$ cat src/rtl/ac_link_global_control_defs.svh
// constants for the global link control block: offsets, fields, resets, timing
// Notes on behaviour
// - bits 21:20 pick two, four, six channels
// - bit 5 enables secondary resume interrupt
// - bit 4 enables primary resume interrupt
// - shutoff bit forces outputs low, inputs off
// - writing warm bit issues link warm reset
// - warm write ignored while bit clock runs
// - warm bit self-clears once bit clock seen
// - cold bit zero resets all link circuitry
// - cold bit kept in resume power domain
// - input change sets status, gated interrupt
// - resume event sets flag, write one clears
`ifndef AC_LINK_GLOBAL_CONTROL_DEFS_SVH
`define AC_LINK_GLOBAL_CONTROL_DEFS_SVH

// byte offsets from bus_master_io_base
`define GLC_OFS_CTRL     8'h2C
`define GLC_OFS_STAT     8'h30

// control field positions
`define GLC_CH_HI        21
`define GLC_CH_LO        20
`define GLC_SEC_RES_EN   5
`define GLC_PRIM_RES_EN  4
`define GLC_SHUTOFF      3
`define GLC_WARM         2
`define GLC_COLD_N       1
`define GLC_CHG_IRQ_EN   0

// status field positions
`define GLS_CAP6         21
`define GLS_CAP4         20
`define GLS_SEC_RES      11
`define GLS_PRIM_RES     10
`define GLS_IN_CHG       0

// reset values
`define GLC_CTRL_RST     32'h0000_0000
`define GLC_CH_RST       2'h0
`define GLC_CH_RSVD      2'h3

// timing: core clock, warm pulse, bit clock idle window
`define GLC_CLK_NS       25
`define GLC_WARM_NS      1000
`define GLC_WARM_CYC     ((`GLC_WARM_NS + `GLC_CLK_NS - 1) / `GLC_CLK_NS)
`define GLC_IDLE_NS      1000
`define GLC_IDLE_CYC     (`GLC_IDLE_NS / `GLC_CLK_NS)
`define GLC_NGPI         8

`endif

$ cat src/rtl/ac_link_global_control_pkg.sv
// types shared by the global link control block
package ac_link_global_control_pkg;
    // software visible control fields
    typedef struct packed {
        logic [1:0] chan;          // pcm channel count select
        logic       sec_res_en;    // secondary resume irq enable
        logic       prim_res_en;   // primary resume irq enable
        logic       shutoff;       // link shutoff
        logic       warm;          // warm reset in progress
        logic       chg_irq_en;    // input change irq enable
    } ctrl_s;

    // link output pins
    typedef struct packed {
        logic sync;
        logic sdata;
        logic reset_n;
    } link_out_s;

    // warm reset sequencer
    typedef enum logic [2:0] {
        WS_IDLE  = 3'b001,
        WS_PULSE = 3'b010,
        WS_WAIT  = 3'b100
    } warm_state_e;
endpackage

$ cat src/rtl/ac_link_global_control.sv
// global control and resume status logic of the ac-link controller
`timescale 1ns/1ps
`include "ac_link_global_control_defs.svh"

module ac_link_global_control (
    // clock and resets
    input  wire logic                     clk_in,
    input  wire logic                     rst_in,
    input  wire logic                     resume_rst_in,
    // register port
    input  wire logic [7:0]               io_addr_in,
    input  wire logic                     io_wr_in,
    input  wire logic                     io_rd_in,
    input  wire logic [3:0]               io_be_in,
    input  wire logic [31:0]              io_wdata_in,
    output logic      [31:0]              io_rdata_out,
    // link pins
    input  wire logic                     bit_clk_in,
    input  wire logic [1:0]               codec_serial_input_in,
    input  wire logic                     frame_sdata_in,
    input  wire logic                     frame_sync_in,
    output logic                          link_sync_out,
    output logic                          link_sdata_out,
    output logic                          link_reset_n_out,
    // system side
    input  wire logic [`GLC_NGPI-1:0]     general_purpose_input_in,
    output logic      [1:0]               pcm_chan_out,
    output logic                          link_rst_out,
    output logic                          irq_out
);

    ////////////////////////////////////////////////////////////////////////
    // constants
    localparam logic [7:0] WARM_CYC = 8'(`GLC_WARM_CYC);
    localparam logic [7:0] IDLE_CYC = 8'(`GLC_IDLE_CYC);

    ////////////////////////////////////////////////////////////////////////
    // input synchronisers: first stage feeds only the second
    logic [1:0]               sdin_s1_r, sdin_s2_r, sdin_s3_r;    // codec inputs
    logic                     bclk_s1_r, bclk_s2_r, bclk_s3_r;    // bit clock
    logic [`GLC_NGPI-1:0]     gpin_s1_r, gpin_s2_r, gpin_s3_r;    // gp inputs

    always_ff @(posedge clk_in) begin
        if (rst_in) begin
            sdin_s1_r <= 2'h0;
            sdin_s2_r <= 2'h0;
            sdin_s3_r <= 2'h0;
            bclk_s1_r <= 1'b0;
            bclk_s2_r <= 1'b0;
            bclk_s3_r <= 1'b0;
            gpin_s1_r <= '0;
            gpin_s2_r <= '0;
            gpin_s3_r <= '0;
        end else begin
            sdin_s1_r <= codec_serial_input_in;
            sdin_s2_r <= sdin_s1_r;
            sdin_s3_r <= sdin_s2_r;
            bclk_s1_r <= bit_clk_in;
            bclk_s2_r <= bclk_s1_r;
            bclk_s3_r <= bclk_s2_r;
            gpin_s1_r <= general_purpose_input_in;
            gpin_s2_r <= gpin_s1_r;
            gpin_s3_r <= gpin_s2_r;
        end
    end

    ////////////////////////////////////////////////////////////////////////
    // state declarations
    ac_link_global_control_pkg::ctrl_s       ctrl_r, ctrl_nxt;     // control
    logic                                    cold_n_r, cold_n_nxt; // resume well
    ac_link_global_control_pkg::warm_state_e ws_r, ws_nxt;         // warm fsm
    logic [7:0]                              wcnt_r, wcnt_nxt;     // pulse timer
    logic [7:0]                              idle_r, idle_nxt;     // since edge
    logic [1:0]                              res_r, res_nxt;       // resume flags
    logic                                    chg_r, chg_nxt;       // input change
    logic [31:0]                             rdata_nxt;
    ac_link_global_control_pkg::link_out_s   lo_r, lo_nxt;
    logic                                    irq_nxt;

    // qualified inputs: shutoff turns the input buffers off
    logic                                    shut;
    logic                                    bclk_edge;
    logic                                    running;
    logic [1:0]                              sdin_rise;
    logic                                    wr_ctrl, wr_stat;
    logic                                    link_rst;

    assign shut      = ctrl_r.shutoff;
    assign link_rst  = ~cold_n_r;
    assign bclk_edge = ~shut & (bclk_s2_r ^ bclk_s3_r);
    assign running   = (idle_r < IDLE_CYC);
    assign wr_ctrl   = io_wr_in & (io_addr_in == `GLC_OFS_CTRL);
    assign wr_stat   = io_wr_in & (io_addr_in == `GLC_OFS_STAT);

    // resume is signalled by a codec raising its data line while the clock is down
    genvar gi;
    generate
        for (gi = 0; gi < 2; gi++) begin : g_resume
            assign sdin_rise[gi] = ~shut & ~running & sdin_s2_r[gi] & ~sdin_s3_r[gi];
        end
    endgenerate

    ////////////////////////////////////////////////////////////////////////
    // bit clock activity: counts cycles since the last seen edge
    always_comb begin
        idle_nxt = idle_r;
        if (link_rst || bclk_edge) begin
            idle_nxt = 8'h00;
        end else if (idle_r != 8'hFF) begin
            idle_nxt = idle_r + 8'h01;
        end
    end

    always_ff @(posedge clk_in) begin
        if (rst_in) begin
            idle_r <= 8'hFF;
        end else begin
            idle_r <= idle_nxt;
        end
    end

    ////////////////////////////////////////////////////////////////////////
    // control register and warm reset sequencer
    always_comb begin
        ctrl_nxt = ctrl_r;
        ws_nxt   = ws_r;
        wcnt_nxt = wcnt_r;
        // software writes by byte lane
        if (wr_ctrl && io_be_in[2]) begin
            ctrl_nxt.chan = io_wdata_in[`GLC_CH_HI:`GLC_CH_LO];
        end
        if (wr_ctrl && io_be_in[0]) begin
            ctrl_nxt.sec_res_en  = io_wdata_in[`GLC_SEC_RES_EN];
            ctrl_nxt.prim_res_en = io_wdata_in[`GLC_PRIM_RES_EN];
            ctrl_nxt.shutoff     = io_wdata_in[`GLC_SHUTOFF];
            ctrl_nxt.chg_irq_en  = io_wdata_in[`GLC_CHG_IRQ_EN];
            // a warm request only counts while the bit clock is stopped
            if (io_wdata_in[`GLC_WARM] && !running && !ctrl_r.warm) begin
                ctrl_nxt.warm = 1'b1;
                ws_nxt        = ac_link_global_control_pkg::WS_PULSE;
                wcnt_nxt      = 8'h00;
            end
        end
        case (ws_r)
            ac_link_global_control_pkg::WS_IDLE: begin
                wcnt_nxt = 8'h00;
            end
            ac_link_global_control_pkg::WS_PULSE: begin
                // hold sync high for the warm pulse width
                wcnt_nxt = wcnt_r + 8'h01;
                if (wcnt_r == WARM_CYC - 8'h01) begin
                    ws_nxt = ac_link_global_control_pkg::WS_WAIT;
                end
            end
            ac_link_global_control_pkg::WS_WAIT: begin
                // done once the codec's clock is back on the link
                if (bclk_edge) begin
                    ctrl_nxt.warm = 1'b0;
                    ws_nxt        = ac_link_global_control_pkg::WS_IDLE;
                end
            end
            default: begin
                ws_nxt = ac_link_global_control_pkg::WS_IDLE;
            end
        endcase
        // cold reset aborts any warm sequence
        if (link_rst) begin
            ctrl_nxt.warm = 1'b0;
            ws_nxt        = ac_link_global_control_pkg::WS_IDLE;
            wcnt_nxt      = 8'h00;
        end
    end

    always_ff @(posedge clk_in) begin
        if (rst_in) begin
            ctrl_r <= '0;
            ws_r   <= ac_link_global_control_pkg::WS_IDLE;
            wcnt_r <= 8'h00;
        end else begin
            ctrl_r <= ctrl_nxt;
            ws_r   <= ws_nxt;
            wcnt_r <= wcnt_nxt;
        end
    end

    ////////////////////////////////////////////////////////////////////////
    // cold reset bit: reset only by the resume well, so core resets keep it
    always_comb begin
        cold_n_nxt = cold_n_r;
        if (wr_ctrl && io_be_in[0]) begin
            cold_n_nxt = io_wdata_in[`GLC_COLD_N];
        end
    end

    always_ff @(posedge clk_in) begin
        if (resume_rst_in) begin
            cold_n_r <= 1'b0;
        end else begin
            cold_n_r <= cold_n_nxt;
        end
    end

    ////////////////////////////////////////////////////////////////////////
    // sticky status flags: a set in the clearing cycle wins
    always_comb begin
        res_nxt = res_r;
        chg_nxt = chg_r;
        if (wr_stat && io_be_in[1]) begin
            res_nxt = res_r & ~io_wdata_in[`GLS_SEC_RES:`GLS_PRIM_RES];
        end
        if (wr_stat && io_be_in[0] && io_wdata_in[`GLS_IN_CHG]) begin
            chg_nxt = 1'b0;
        end
        res_nxt = res_nxt | {sdin_rise[1], sdin_rise[0]};
        if (gpin_s2_r != gpin_s3_r) begin
            chg_nxt = 1'b1;
        end
    end

    always_ff @(posedge clk_in) begin
        if (rst_in) begin
            res_r <= 2'h0;
            chg_r <= 1'b0;
        end else begin
            res_r <= res_nxt;
            chg_r <= chg_nxt;
        end
    end

    ////////////////////////////////////////////////////////////////////////
    // outputs: link pins, read data, interrupt, all registered
    always_comb begin
        lo_nxt.sync    = frame_sync_in | ws_r[1];
        lo_nxt.sdata   = frame_sdata_in;
        lo_nxt.reset_n = cold_n_r;
        if (link_rst) begin
            lo_nxt.sync  = 1'b0;
            lo_nxt.sdata = 1'b0;
        end
        if (shut) begin
            lo_nxt = '0;
        end
        irq_nxt = (res_r[1] & ctrl_r.sec_res_en)
                | (res_r[0] & ctrl_r.prim_res_en)
                | (chg_r & ctrl_r.chg_irq_en);
        rdata_nxt = 32'h0000_0000;
        if (io_rd_in && io_addr_in == `GLC_OFS_CTRL) begin
            rdata_nxt[`GLC_CH_HI:`GLC_CH_LO] = ctrl_r.chan;
            rdata_nxt[`GLC_SEC_RES_EN]  = ctrl_r.sec_res_en;
            rdata_nxt[`GLC_PRIM_RES_EN] = ctrl_r.prim_res_en;
            rdata_nxt[`GLC_SHUTOFF]     = ctrl_r.shutoff;
            rdata_nxt[`GLC_WARM]        = ctrl_r.warm;
            rdata_nxt[`GLC_COLD_N]      = cold_n_r;
            rdata_nxt[`GLC_CHG_IRQ_EN]  = ctrl_r.chg_irq_en;
        end else if (io_rd_in && io_addr_in == `GLC_OFS_STAT) begin
            rdata_nxt[`GLS_CAP6]     = 1'b1;
            rdata_nxt[`GLS_CAP4]     = 1'b1;
            rdata_nxt[`GLS_SEC_RES]  = res_r[1];
            rdata_nxt[`GLS_PRIM_RES] = res_r[0];
            rdata_nxt[`GLS_IN_CHG]   = chg_r;
        end
    end

    always_ff @(posedge clk_in) begin
        if (rst_in) begin
            lo_r         <= '0;
            irq_out      <= 1'b0;
            io_rdata_out <= 32'h0000_0000;
            pcm_chan_out <= `GLC_CH_RST;
            link_rst_out <= 1'b1;
        end else begin
            lo_r         <= lo_nxt;
            irq_out      <= irq_nxt;
            io_rdata_out <= rdata_nxt;
            pcm_chan_out <= ctrl_r.chan;
            link_rst_out <= link_rst;
        end
    end

    assign link_sync_out    = lo_r.sync;
    assign link_sdata_out   = lo_r.sdata;
    assign link_reset_n_out = lo_r.reset_n;

    ////////////////////////////////////////////////////////////////////////
    // checks
    a_chan_follow: assert property (@(posedge clk_in) disable iff (rst_in)
        wr_ctrl && io_be_in[2]
        |-> ##2 pcm_chan_out == $past(io_wdata_in[`GLC_CH_HI:`GLC_CH_LO], 2))
        else $error("channel select not applied");
    a_warm_ignored: assert property (@(posedge clk_in) disable iff (rst_in)
        wr_ctrl && io_be_in[0] && io_wdata_in[`GLC_WARM] && running && !ctrl_r.warm
        |=> !ctrl_r.warm)
        else $error("warm write taken while clock runs");
    // a write that also drops the cold bit or sets shutoff keeps sync low on purpose
    a_warm_taken: assert property (@(posedge clk_in) disable iff (rst_in)
        wr_ctrl && io_be_in[0] && io_wdata_in[`GLC_WARM] && io_wdata_in[`GLC_COLD_N]
        && !io_wdata_in[`GLC_SHUTOFF] && !running && !link_rst && !ctrl_r.warm
        |=> ctrl_r.warm ##2 link_sync_out)
        else $error("warm reset not issued");
    a_warm_hold: assert property (@(posedge clk_in) disable iff (rst_in)
        $fell(ctrl_r.warm) |-> $past(bclk_edge) || $past(link_rst))
        else $error("warm bit cleared without bit clock");
    a_shut_low: assert property (@(posedge clk_in) disable iff (rst_in)
        shut |=> !link_sync_out && !link_sdata_out && !link_reset_n_out)
        else $error("link pin high during shutoff");
    a_cold_pin: assert property (@(posedge clk_in) disable iff (rst_in)
        !cold_n_r && !shut |=> !link_reset_n_out && !link_sync_out)
        else $error("link not held in cold reset");
    a_cold_keep: assert property (@(posedge clk_in) disable iff (resume_rst_in)
        !wr_ctrl |=> cold_n_r == $past(cold_n_r))
        else $error("cold bit lost its value");
    a_resume_set: assert property (@(posedge clk_in) disable iff (rst_in)
        sdin_rise[0] |=> res_r[0] ##1 (irq_out || !ctrl_r.prim_res_en))
        else $error("primary resume not flagged");
    a_sec_mask: assert property (@(posedge clk_in) disable iff (rst_in)
        !ctrl_r.sec_res_en && !(res_r[0] && ctrl_r.prim_res_en)
        && !(chg_r && ctrl_r.chg_irq_en)
        |=> !irq_out)
        else $error("masked interrupt raised");
    a_change_set: assert property (@(posedge clk_in) disable iff (rst_in)
        gpin_s2_r != gpin_s3_r |=> chg_r)
        else $error("input change not flagged");

endmodule // ac_link_global_control

$ cat config.mk
export PLATFORM = sky130hd
export DESIGN_NAME = ac_link_global_control
export DESIGN_NICKNAME = d
export VERILOG_FILES = /design/src/rtl/ac_link_global_control_pkg.sv /design/src/rtl/ac_link_global_control.sv
export VERILOG_INCLUDE_DIRS = /design/src /design/src/rtl
export SDC_FILE = /design/constraint.sdc
export NUM_CORES = 1
export LEC_CHECK = 0
export BUFFER_PORTS_ARGS = -buffer_cell sky130_fd_sc_hd__buf_2
export CORE_MARGIN = 3
export CORE_UTILIZATION = 47
export CTS_BUF_LIST = sky130_fd_sc_hd__clkbuf_2
export DETAILED_ROUTE_END_ITERATION = 12
export PLACE_DENSITY_LB_ADDON = 0.2
export SKIP_LAST_GASP = 1
export SYNTH_ARGS = -nofsm -noshare
export SYNTH_HDL_FRONTEND = slang
export SYNTH_SLANG_ARGS = --single-unit
$ cat constraint.sdc
create_clock -name clk_in -period 1.65 [get_ports clk_in]
set_input_delay 0.0825 -clock clk_in [delete_from_list [all_inputs] [get_ports clk_in]]
set_output_delay 0.0825 -clock clk_in [all_outputs]
set_load 0.02 [all_outputs]
Word level (Yosys, flattened, before mapping)

Cells that the tools add are included.

Order comparisons: 1
$add $sub $neg: 2
Eq/ne operators: 8
Reduce and logical (&&, ||, !) cells: 22
Muxes and demuxes: 21
Bitwise logic cells: 25

Operators by type and width:

| cell                | number |
|---|---|
| $mux 8              | 4 |
| $eq 8x6->1 const B  | 3 |
| $add 8x1->8 const B | 2 |
| $pmux 8 s2          | 1 |
| $mux 3              | 4 |
| $and 1x1->1         | 11 |
| $logic_and 1x1->1   | 9 |
| $pmux 3 s3          | 1 |
| $lt 8x6->1 const B  | 1 |
| $mux 2              | 4 |
| $ne 8x8->1          | 1 |
| $ne 8x8->1 const B  | 1 |
| $mux 1              | 7 |
| $not 1->1           | 7 |
| $reduce_bool 3->1   | 2 |
| $reduce_or 2->1     | 3 |
| $reduce_or 3->1     | 2 |
| $reduce_bool 2->1   | 2 |
| $eq 3x1->1 const B  | 1 |
| $eq 3x2->1 const B  | 1 |
| $eq 3x3->1 const B  | 1 |
| $or 1x1->1          | 3 |
| $and 2x2->2         | 1 |
| $logic_not 1->1     | 2 |
| other kinds (5)     | 5 |

Output and inout port bits: 39
Flip-flop bits (word level): 102

Longest topological paths before layout

Depth in word-level cells: 8
Mapped depth: 5
Depth with buffers taken out: 5

Worst setup path after synthesis

OpenSTA, ideal clock, no wires.

Path type: reg2reg
Start: register ws_r[0]
End: register wcnt_r[5]
Slack: 37 ps
Data arrival time: 1,551 ps
Path buffers: 1
Stages on the path, launching flop included: 6
Library setup time: 62 ps
Clock period less this slack: 1,613 ps
Cells stage by stage: dfxtp_1 > clkbuf_1 > or3b_1 > nor2_4 > or4b_1 > nand3_1

Longest elaborated chain between the ends: 3
Elaborated cells between the ends (all ways): 6

RTL lines:

| item                                            | RTL line                      | source |
|---|---|---|
| start: declaration                              | ac_link_global_control.sv:71  | `ac_link_global_control_pkg::warm_state_e ws_r, ws_nxt;` |
| start signal: assignment                        | ac_link_global_control.sv:177 | `ws_r <= ac_link_global_control_pkg::WS_IDLE;` |
| start signal: assignment                        | ac_link_global_control.sv:181 | `ws_r <= ws_nxt;` |
| $eq 3x2->1 / $eq 3x1->1 (equally long branches) | ac_link_global_control.sv:144 | `case (ws_r)` |
| $reduce_bool 3->1 (no line)                     | n/a                           |  |
| $reduce_and 2->1 (no line)                      | n/a                           |  |
| end signal: assignment                          | ac_link_global_control.sv:182 | `wcnt_r <= wcnt_nxt;` |
| end: declaration                                | ac_link_global_control.sv:72  | `logic [7:0] wcnt_r, wcnt_nxt;` |

Parallel ways exist; a longest one is shown, timed or not.
A chain may end at the register's enable or synchronous reset.

Worst setup path after layout

Start: register wcnt_r[3]
End: register ws_r[1]

Longest elaborated chain between the ends: 3

RTL lines:

| item       | RTL line                      | source |
|---|---|---|
| $eq 8x6->1 | ac_link_global_control.sv:151 | `if (wcnt_r == WARM_CYC - 8'h01) begin` |
| $mux 3     | ac_link_global_control.sv:151 |  |
| $pmux 3 s3 | ac_link_global_control.sv:144 |  |

No other way between the ends.

==> results.py <==
metrics = {
    "sta": {
        "finalSetupViolations": 0,
        "layout_worst_path_cycle_share": 0.977,
        "worst_clock_skew_ns": 0.0360,
        "maxSlewHeadroom": 0.628,
        "grt_setup_unrepaired": "true",
        "tightest_slew_ns": 0.550,
        "total_negative_setup_slacks_ns": 0,
        "worst_slack_ns": 0.0382,
        "count_of_pins_over_their_slew_limit": 0,
        "max_freq_mhz": 620,
        "fin_crit_ns": 1.61,
        "hold_viol_final": 0,
        "hold_slack_ns": 0.0527,
    },
    "placement": {
        "gp_congestion": 0.832,
        "dp_hpwl_um": 3940,
        "io_buffers": 55,
        "detailedPlace.worstSlack_ns": 0.0942,
    },
    "synth": {
        "portion_of_netlist_area_occupied_by_mux_cells": 0.0321,
        "post_synth_instance_area_um2": 3150,
        "synth_top_family_by_area": "simple AND/OR/NAND/NOR gates",
        "synth_top_cells_by_area": "sky130_fd_sc_hd__dfxtp_1, sky130_fd_sc_hd__nor2b_1, sky130_fd_sc_hd__buf_4, sky130_fd_sc_hd__xor2_1, sky130_fd_sc_hd__mux2i_1",
        "yosys_most_used_dff": "sky130_fd_sc_hd__dfxtp_1",
        "synth_warnings": 0,
        "post-synth-top-area-cell": "sky130_fd_sc_hd__dfxtp_1",
        "yosys.area_share.adder": 0.00793,
        "cell_count_after_synthesis": 306,
        "netlist-cell-type-count": 53,
        "synth_sequential_area_ratio": 0.508,
        "synth-seq-cells": 80,
        "synth_edf_count": 0,
        "synth-simple-area-share": 0.217,
        "post_synth_xor_area_fraction": 0.0444,
        "postSynth.asyncResetShare": 0,
        "synth-compound-area-share": 0.118,
        "synth.avg_cell_area_um2": 10.3,
        "yosys.area.top_type_share": 0.508,
    },
    "route": {
        "dr.max_layer_used": "met4",
        "wl_met3_um": 254,
        "avgRoutedWirePerCell_um": 12.3,
        "first_pass_iters": 4,
        "drt_iter0_markers": 74,
        "drt_drc_violations_left": 0,
        "detail_route.vias_per_cell": 4.80,
        "met2WireLength_um": 2990,
        "drt_wl_total_um": 6130,
        "antenna_violating_nets_left": 0,
        "met1_length_um": 2790,
        "vias": 2392,
    },
    "pwr": {
        "leakage_nw": 1.85,
        "report.power.total_mw": 3.42,
        "power_per_cell_area_nw_per_um2": 847,
        "peakVddDrop_uv": 601,
    },
    "floorplan": {
        "initial_standard_cell_utilization_of_the_core": 0.491,
        "die-width_um": 87.9,
        "design.core.area_um2": 6420,
        "die_h_um": 87.9,
        "number_of_placement_rows": 29,
        "io_count": 101,
        "die-area_um2": 7730,
    },
    "final_layout": {
        "finish.utilization": 0.628,
        "nets": 480,
        "flow.area_growth_from_synthesis_pct": 28.0,
        "layout-drive-gt1-share": 0.242,
        "antennaDiodeCount": 0,
    },
    "grt": {
        "grt_max_degree": 34,
        "grt_overflow_total": 0,
        "antenna_found_initial": 0,
        "grt.total_usage": 0.163,
        "vias_in_the_first_global_route": 2126,
        "first_pass_grt_wire_length_um": 9690,
    },
    "cts": {
        "tritoncts.num_buffers": 9,
        "cts_tree": "done",
        "clock_tree.buffer_depth": 2,
        "clock_insertion_delay_worst_skew_ns": 0.52,
        "clkSlewWorstSetupHoldPaths_ns": 0.26,
        "postCtsSetupBuffers": 0,
        "cts_num_sinks": 80,
        "htree_num_levels": 3,
        "clk_root_buffer_cell": "sky130_fd_sc_hd__clkbuf_2",
    },
    "job": {
        "cap_violations": 0,
    },
    "critical_path": {
        "startpoint_type": "flip-flop",
        "worst-endpoint-required_ns": 2.09,
        "crit_slowest_cell": "sky130_fd_sc_hd__or4b_2",
        "crit_path_cell_trace": "or4b_2 -> o31ai_2 -> a211oi_1 -> o21a_1",
        "crit_path_max_incr_delay_ns": 0.71,
        "endpoint_kind": "flip-flop",
        "path_class": "flip-flop to flip-flop",
        "timing.critical_path.arrival_ns": 2.05,
        "crit_path_max_fanout": 2,
    },
    "run_status": {
        "run_status": "completed",
    },
    "worst_hold_path": {
        "worst_hold_class": "input port to flip-flop",
    },
}
==> metrics by stage <==
| stage | instances | instance area, um^2 |
|---|---|---|
| final | 498 | 4040 |
| after global routing | 498 | 4040 |
| after CTS | 498 | 4030 |
| after detailed placement | 445 | 3530 |
| after global placement | 445 | 3530 |
| after floorplan | 327 | 3230 |
==> worst max-delay path: cells and delay by family (launching register included) <==
family	cells	cell delay, ns
flip-flops	1	0.37
AND/OR/NAND/NOR	1	0.71
AO/OA/AOI/OAI	3	0.44
==> sequential cells by signal (all words and copies together), names as in the netlist, 3 cells and up <==
signal	count
io_rdata_out	10
wcnt_r	8
ws_r	3
ctrl_r	6
idle_r	8
gpin_s1_r	8
gpin_s2_r	8
gpin_s3_r	8
==> report_power, final <==
group / internal, mW / switching [mW] / total (mW)
logic: 0.138 / 0.136 / 0.274
registers: 1.99 / 0.0279 / 2.01
clock network: 0.386 / 0.746 / 1.13
==> layout make-up <==
cell class	count	area [um^2]
well taps	77	96.3
fillers	518	2390
clock buffers	9	45.0
flip-flops and latches	80	1600
repair buffers	108	766
clock inverters	7	86.3
multi-input cells	209	1410
inverters	8	30.0
==> what timing repair did <==
item	CTS	global route
hold buffers	37	0
endpoints found under the hold margin	35	0
endpoints found under the setup margin	0	2
resized for setup	0	2
==> cells in the mapped netlist, types with 2 or more instances <==
cell type / number
sky130_fd_sc_hd__o211ai_1: 3
sky130_fd_sc_hd__or3b_1: 2
sky130_fd_sc_hd__a22o_1: 5
sky130_fd_sc_hd__xor2_1: 14
sky130_fd_sc_hd__nand2b_1: 2
sky130_fd_sc_hd__nand2_1: 10
sky130_fd_sc_hd__o21bai_1: 9
sky130_fd_sc_hd__and2_1: 8
sky130_fd_sc_hd__o41ai_1: 2
sky130_fd_sc_hd__clkbuf_1: 8
sky130_fd_sc_hd__dfxtp_1: 80
sky130_fd_sc_hd__a21o_1: 3
sky130_fd_sc_hd__nor4_1: 3
sky130_fd_sc_hd__buf_4: 22
sky130_fd_sc_hd__a31o_2: 3
sky130_fd_sc_hd__o311ai_0: 2
sky130_fd_sc_hd__o21ai_0: 7
sky130_fd_sc_hd__nor3_1: 6
sky130_fd_sc_hd__and3_1: 2
sky130_fd_sc_hd__nor2b_1: 37
sky130_fd_sc_hd__nand4_1: 4
sky130_fd_sc_hd__a21oi_1: 3
sky130_fd_sc_hd__xnor2_1: 2
sky130_fd_sc_hd__o21a_1: 3
sky130_fd_sc_hd__nand3_1: 9
sky130_fd_sc_hd__nor2_1: 13
sky130_fd_sc_hd__inv_1: 7
sky130_fd_sc_hd__ha_1: 2
sky130_fd_sc_hd__and4b_2: 2
sky130_fd_sc_hd__o31ai_1: 2
sky130_fd_sc_hd__mux2i_1: 9
==> final timing paths <==
path                 startpoint        end  slack (ns)  cells past startpoint
setup / recovery      wcnt_r[3]    ws_r[1]        0.04                      4
hold / removal    io_addr_in[0]  ctrl_r[1]        0.05                      5
setup reg to reg      wcnt_r[3]    ws_r[1]        0.04                      4
hold reg to reg    sdin_s3_r[0]   res_r[0]        0.44                      1
==> layout by cell type (no fill, tap or decap), types with 2 or more instances in the layout <==
cell	netlist	routed
sky130_fd_sc_hd__a21o_1	3	3
sky130_fd_sc_hd__a21oi_1	3	3
sky130_fd_sc_hd__a22o_1	5	5
sky130_fd_sc_hd__a31o_2	3	3
sky130_fd_sc_hd__and2_1	8	8
sky130_fd_sc_hd__and3_1	2	2
sky130_fd_sc_hd__and4b_2	2	2
sky130_fd_sc_hd__buf_2	0	55
sky130_fd_sc_hd__buf_4	22	16
sky130_fd_sc_hd__clkbuf_2	0	9
sky130_fd_sc_hd__conb_1	1	22
sky130_fd_sc_hd__dfxtp_1	80	80
sky130_fd_sc_hd__dlygate4sd3_1	0	37
sky130_fd_sc_hd__ha_1	2	2
sky130_fd_sc_hd__inv_1	7	7
sky130_fd_sc_hd__inv_6	0	2
sky130_fd_sc_hd__inv_8	0	2
sky130_fd_sc_hd__mux2i_1	9	9
sky130_fd_sc_hd__nand2_1	10	10
sky130_fd_sc_hd__nand2b_1	2	2
sky130_fd_sc_hd__nand3_1	9	9
sky130_fd_sc_hd__nand4_1	4	4
sky130_fd_sc_hd__nor2_1	13	13
sky130_fd_sc_hd__nor2b_1	37	37
sky130_fd_sc_hd__nor3_1	6	6
sky130_fd_sc_hd__nor4_1	3	3
sky130_fd_sc_hd__o211ai_1	3	3
sky130_fd_sc_hd__o21a_1	3	3
sky130_fd_sc_hd__o21ai_0	7	7
sky130_fd_sc_hd__o21bai_1	9	9
sky130_fd_sc_hd__o41ai_1	2	2
sky130_fd_sc_hd__or3b_1	2	2
sky130_fd_sc_hd__xnor2_1	2	2
sky130_fd_sc_hd__xor2_1	14	14
==> cell families after synthesis <==
| logic type | count (synthesis) |
|---|---|
| xor gates and xnor gates | 16 |
| AOI/OAI and AO/OA | 49 |
| other | 1 |
| buffers and inverters | 38 |
| adders and majority gates | 2 |
| and+or+nand+nor | 110 |
| DFF | 80 |
| muxes | 10 |
==> layer usage <==
metal	vias to the layer above	track usage
met5	-	0
met4	0	0.0809
met3	9	0.0423
met2	60	0.264
met1	1085	0.201
li1	1238	-
Note: power is estimated with default switching activity, not from simulation.
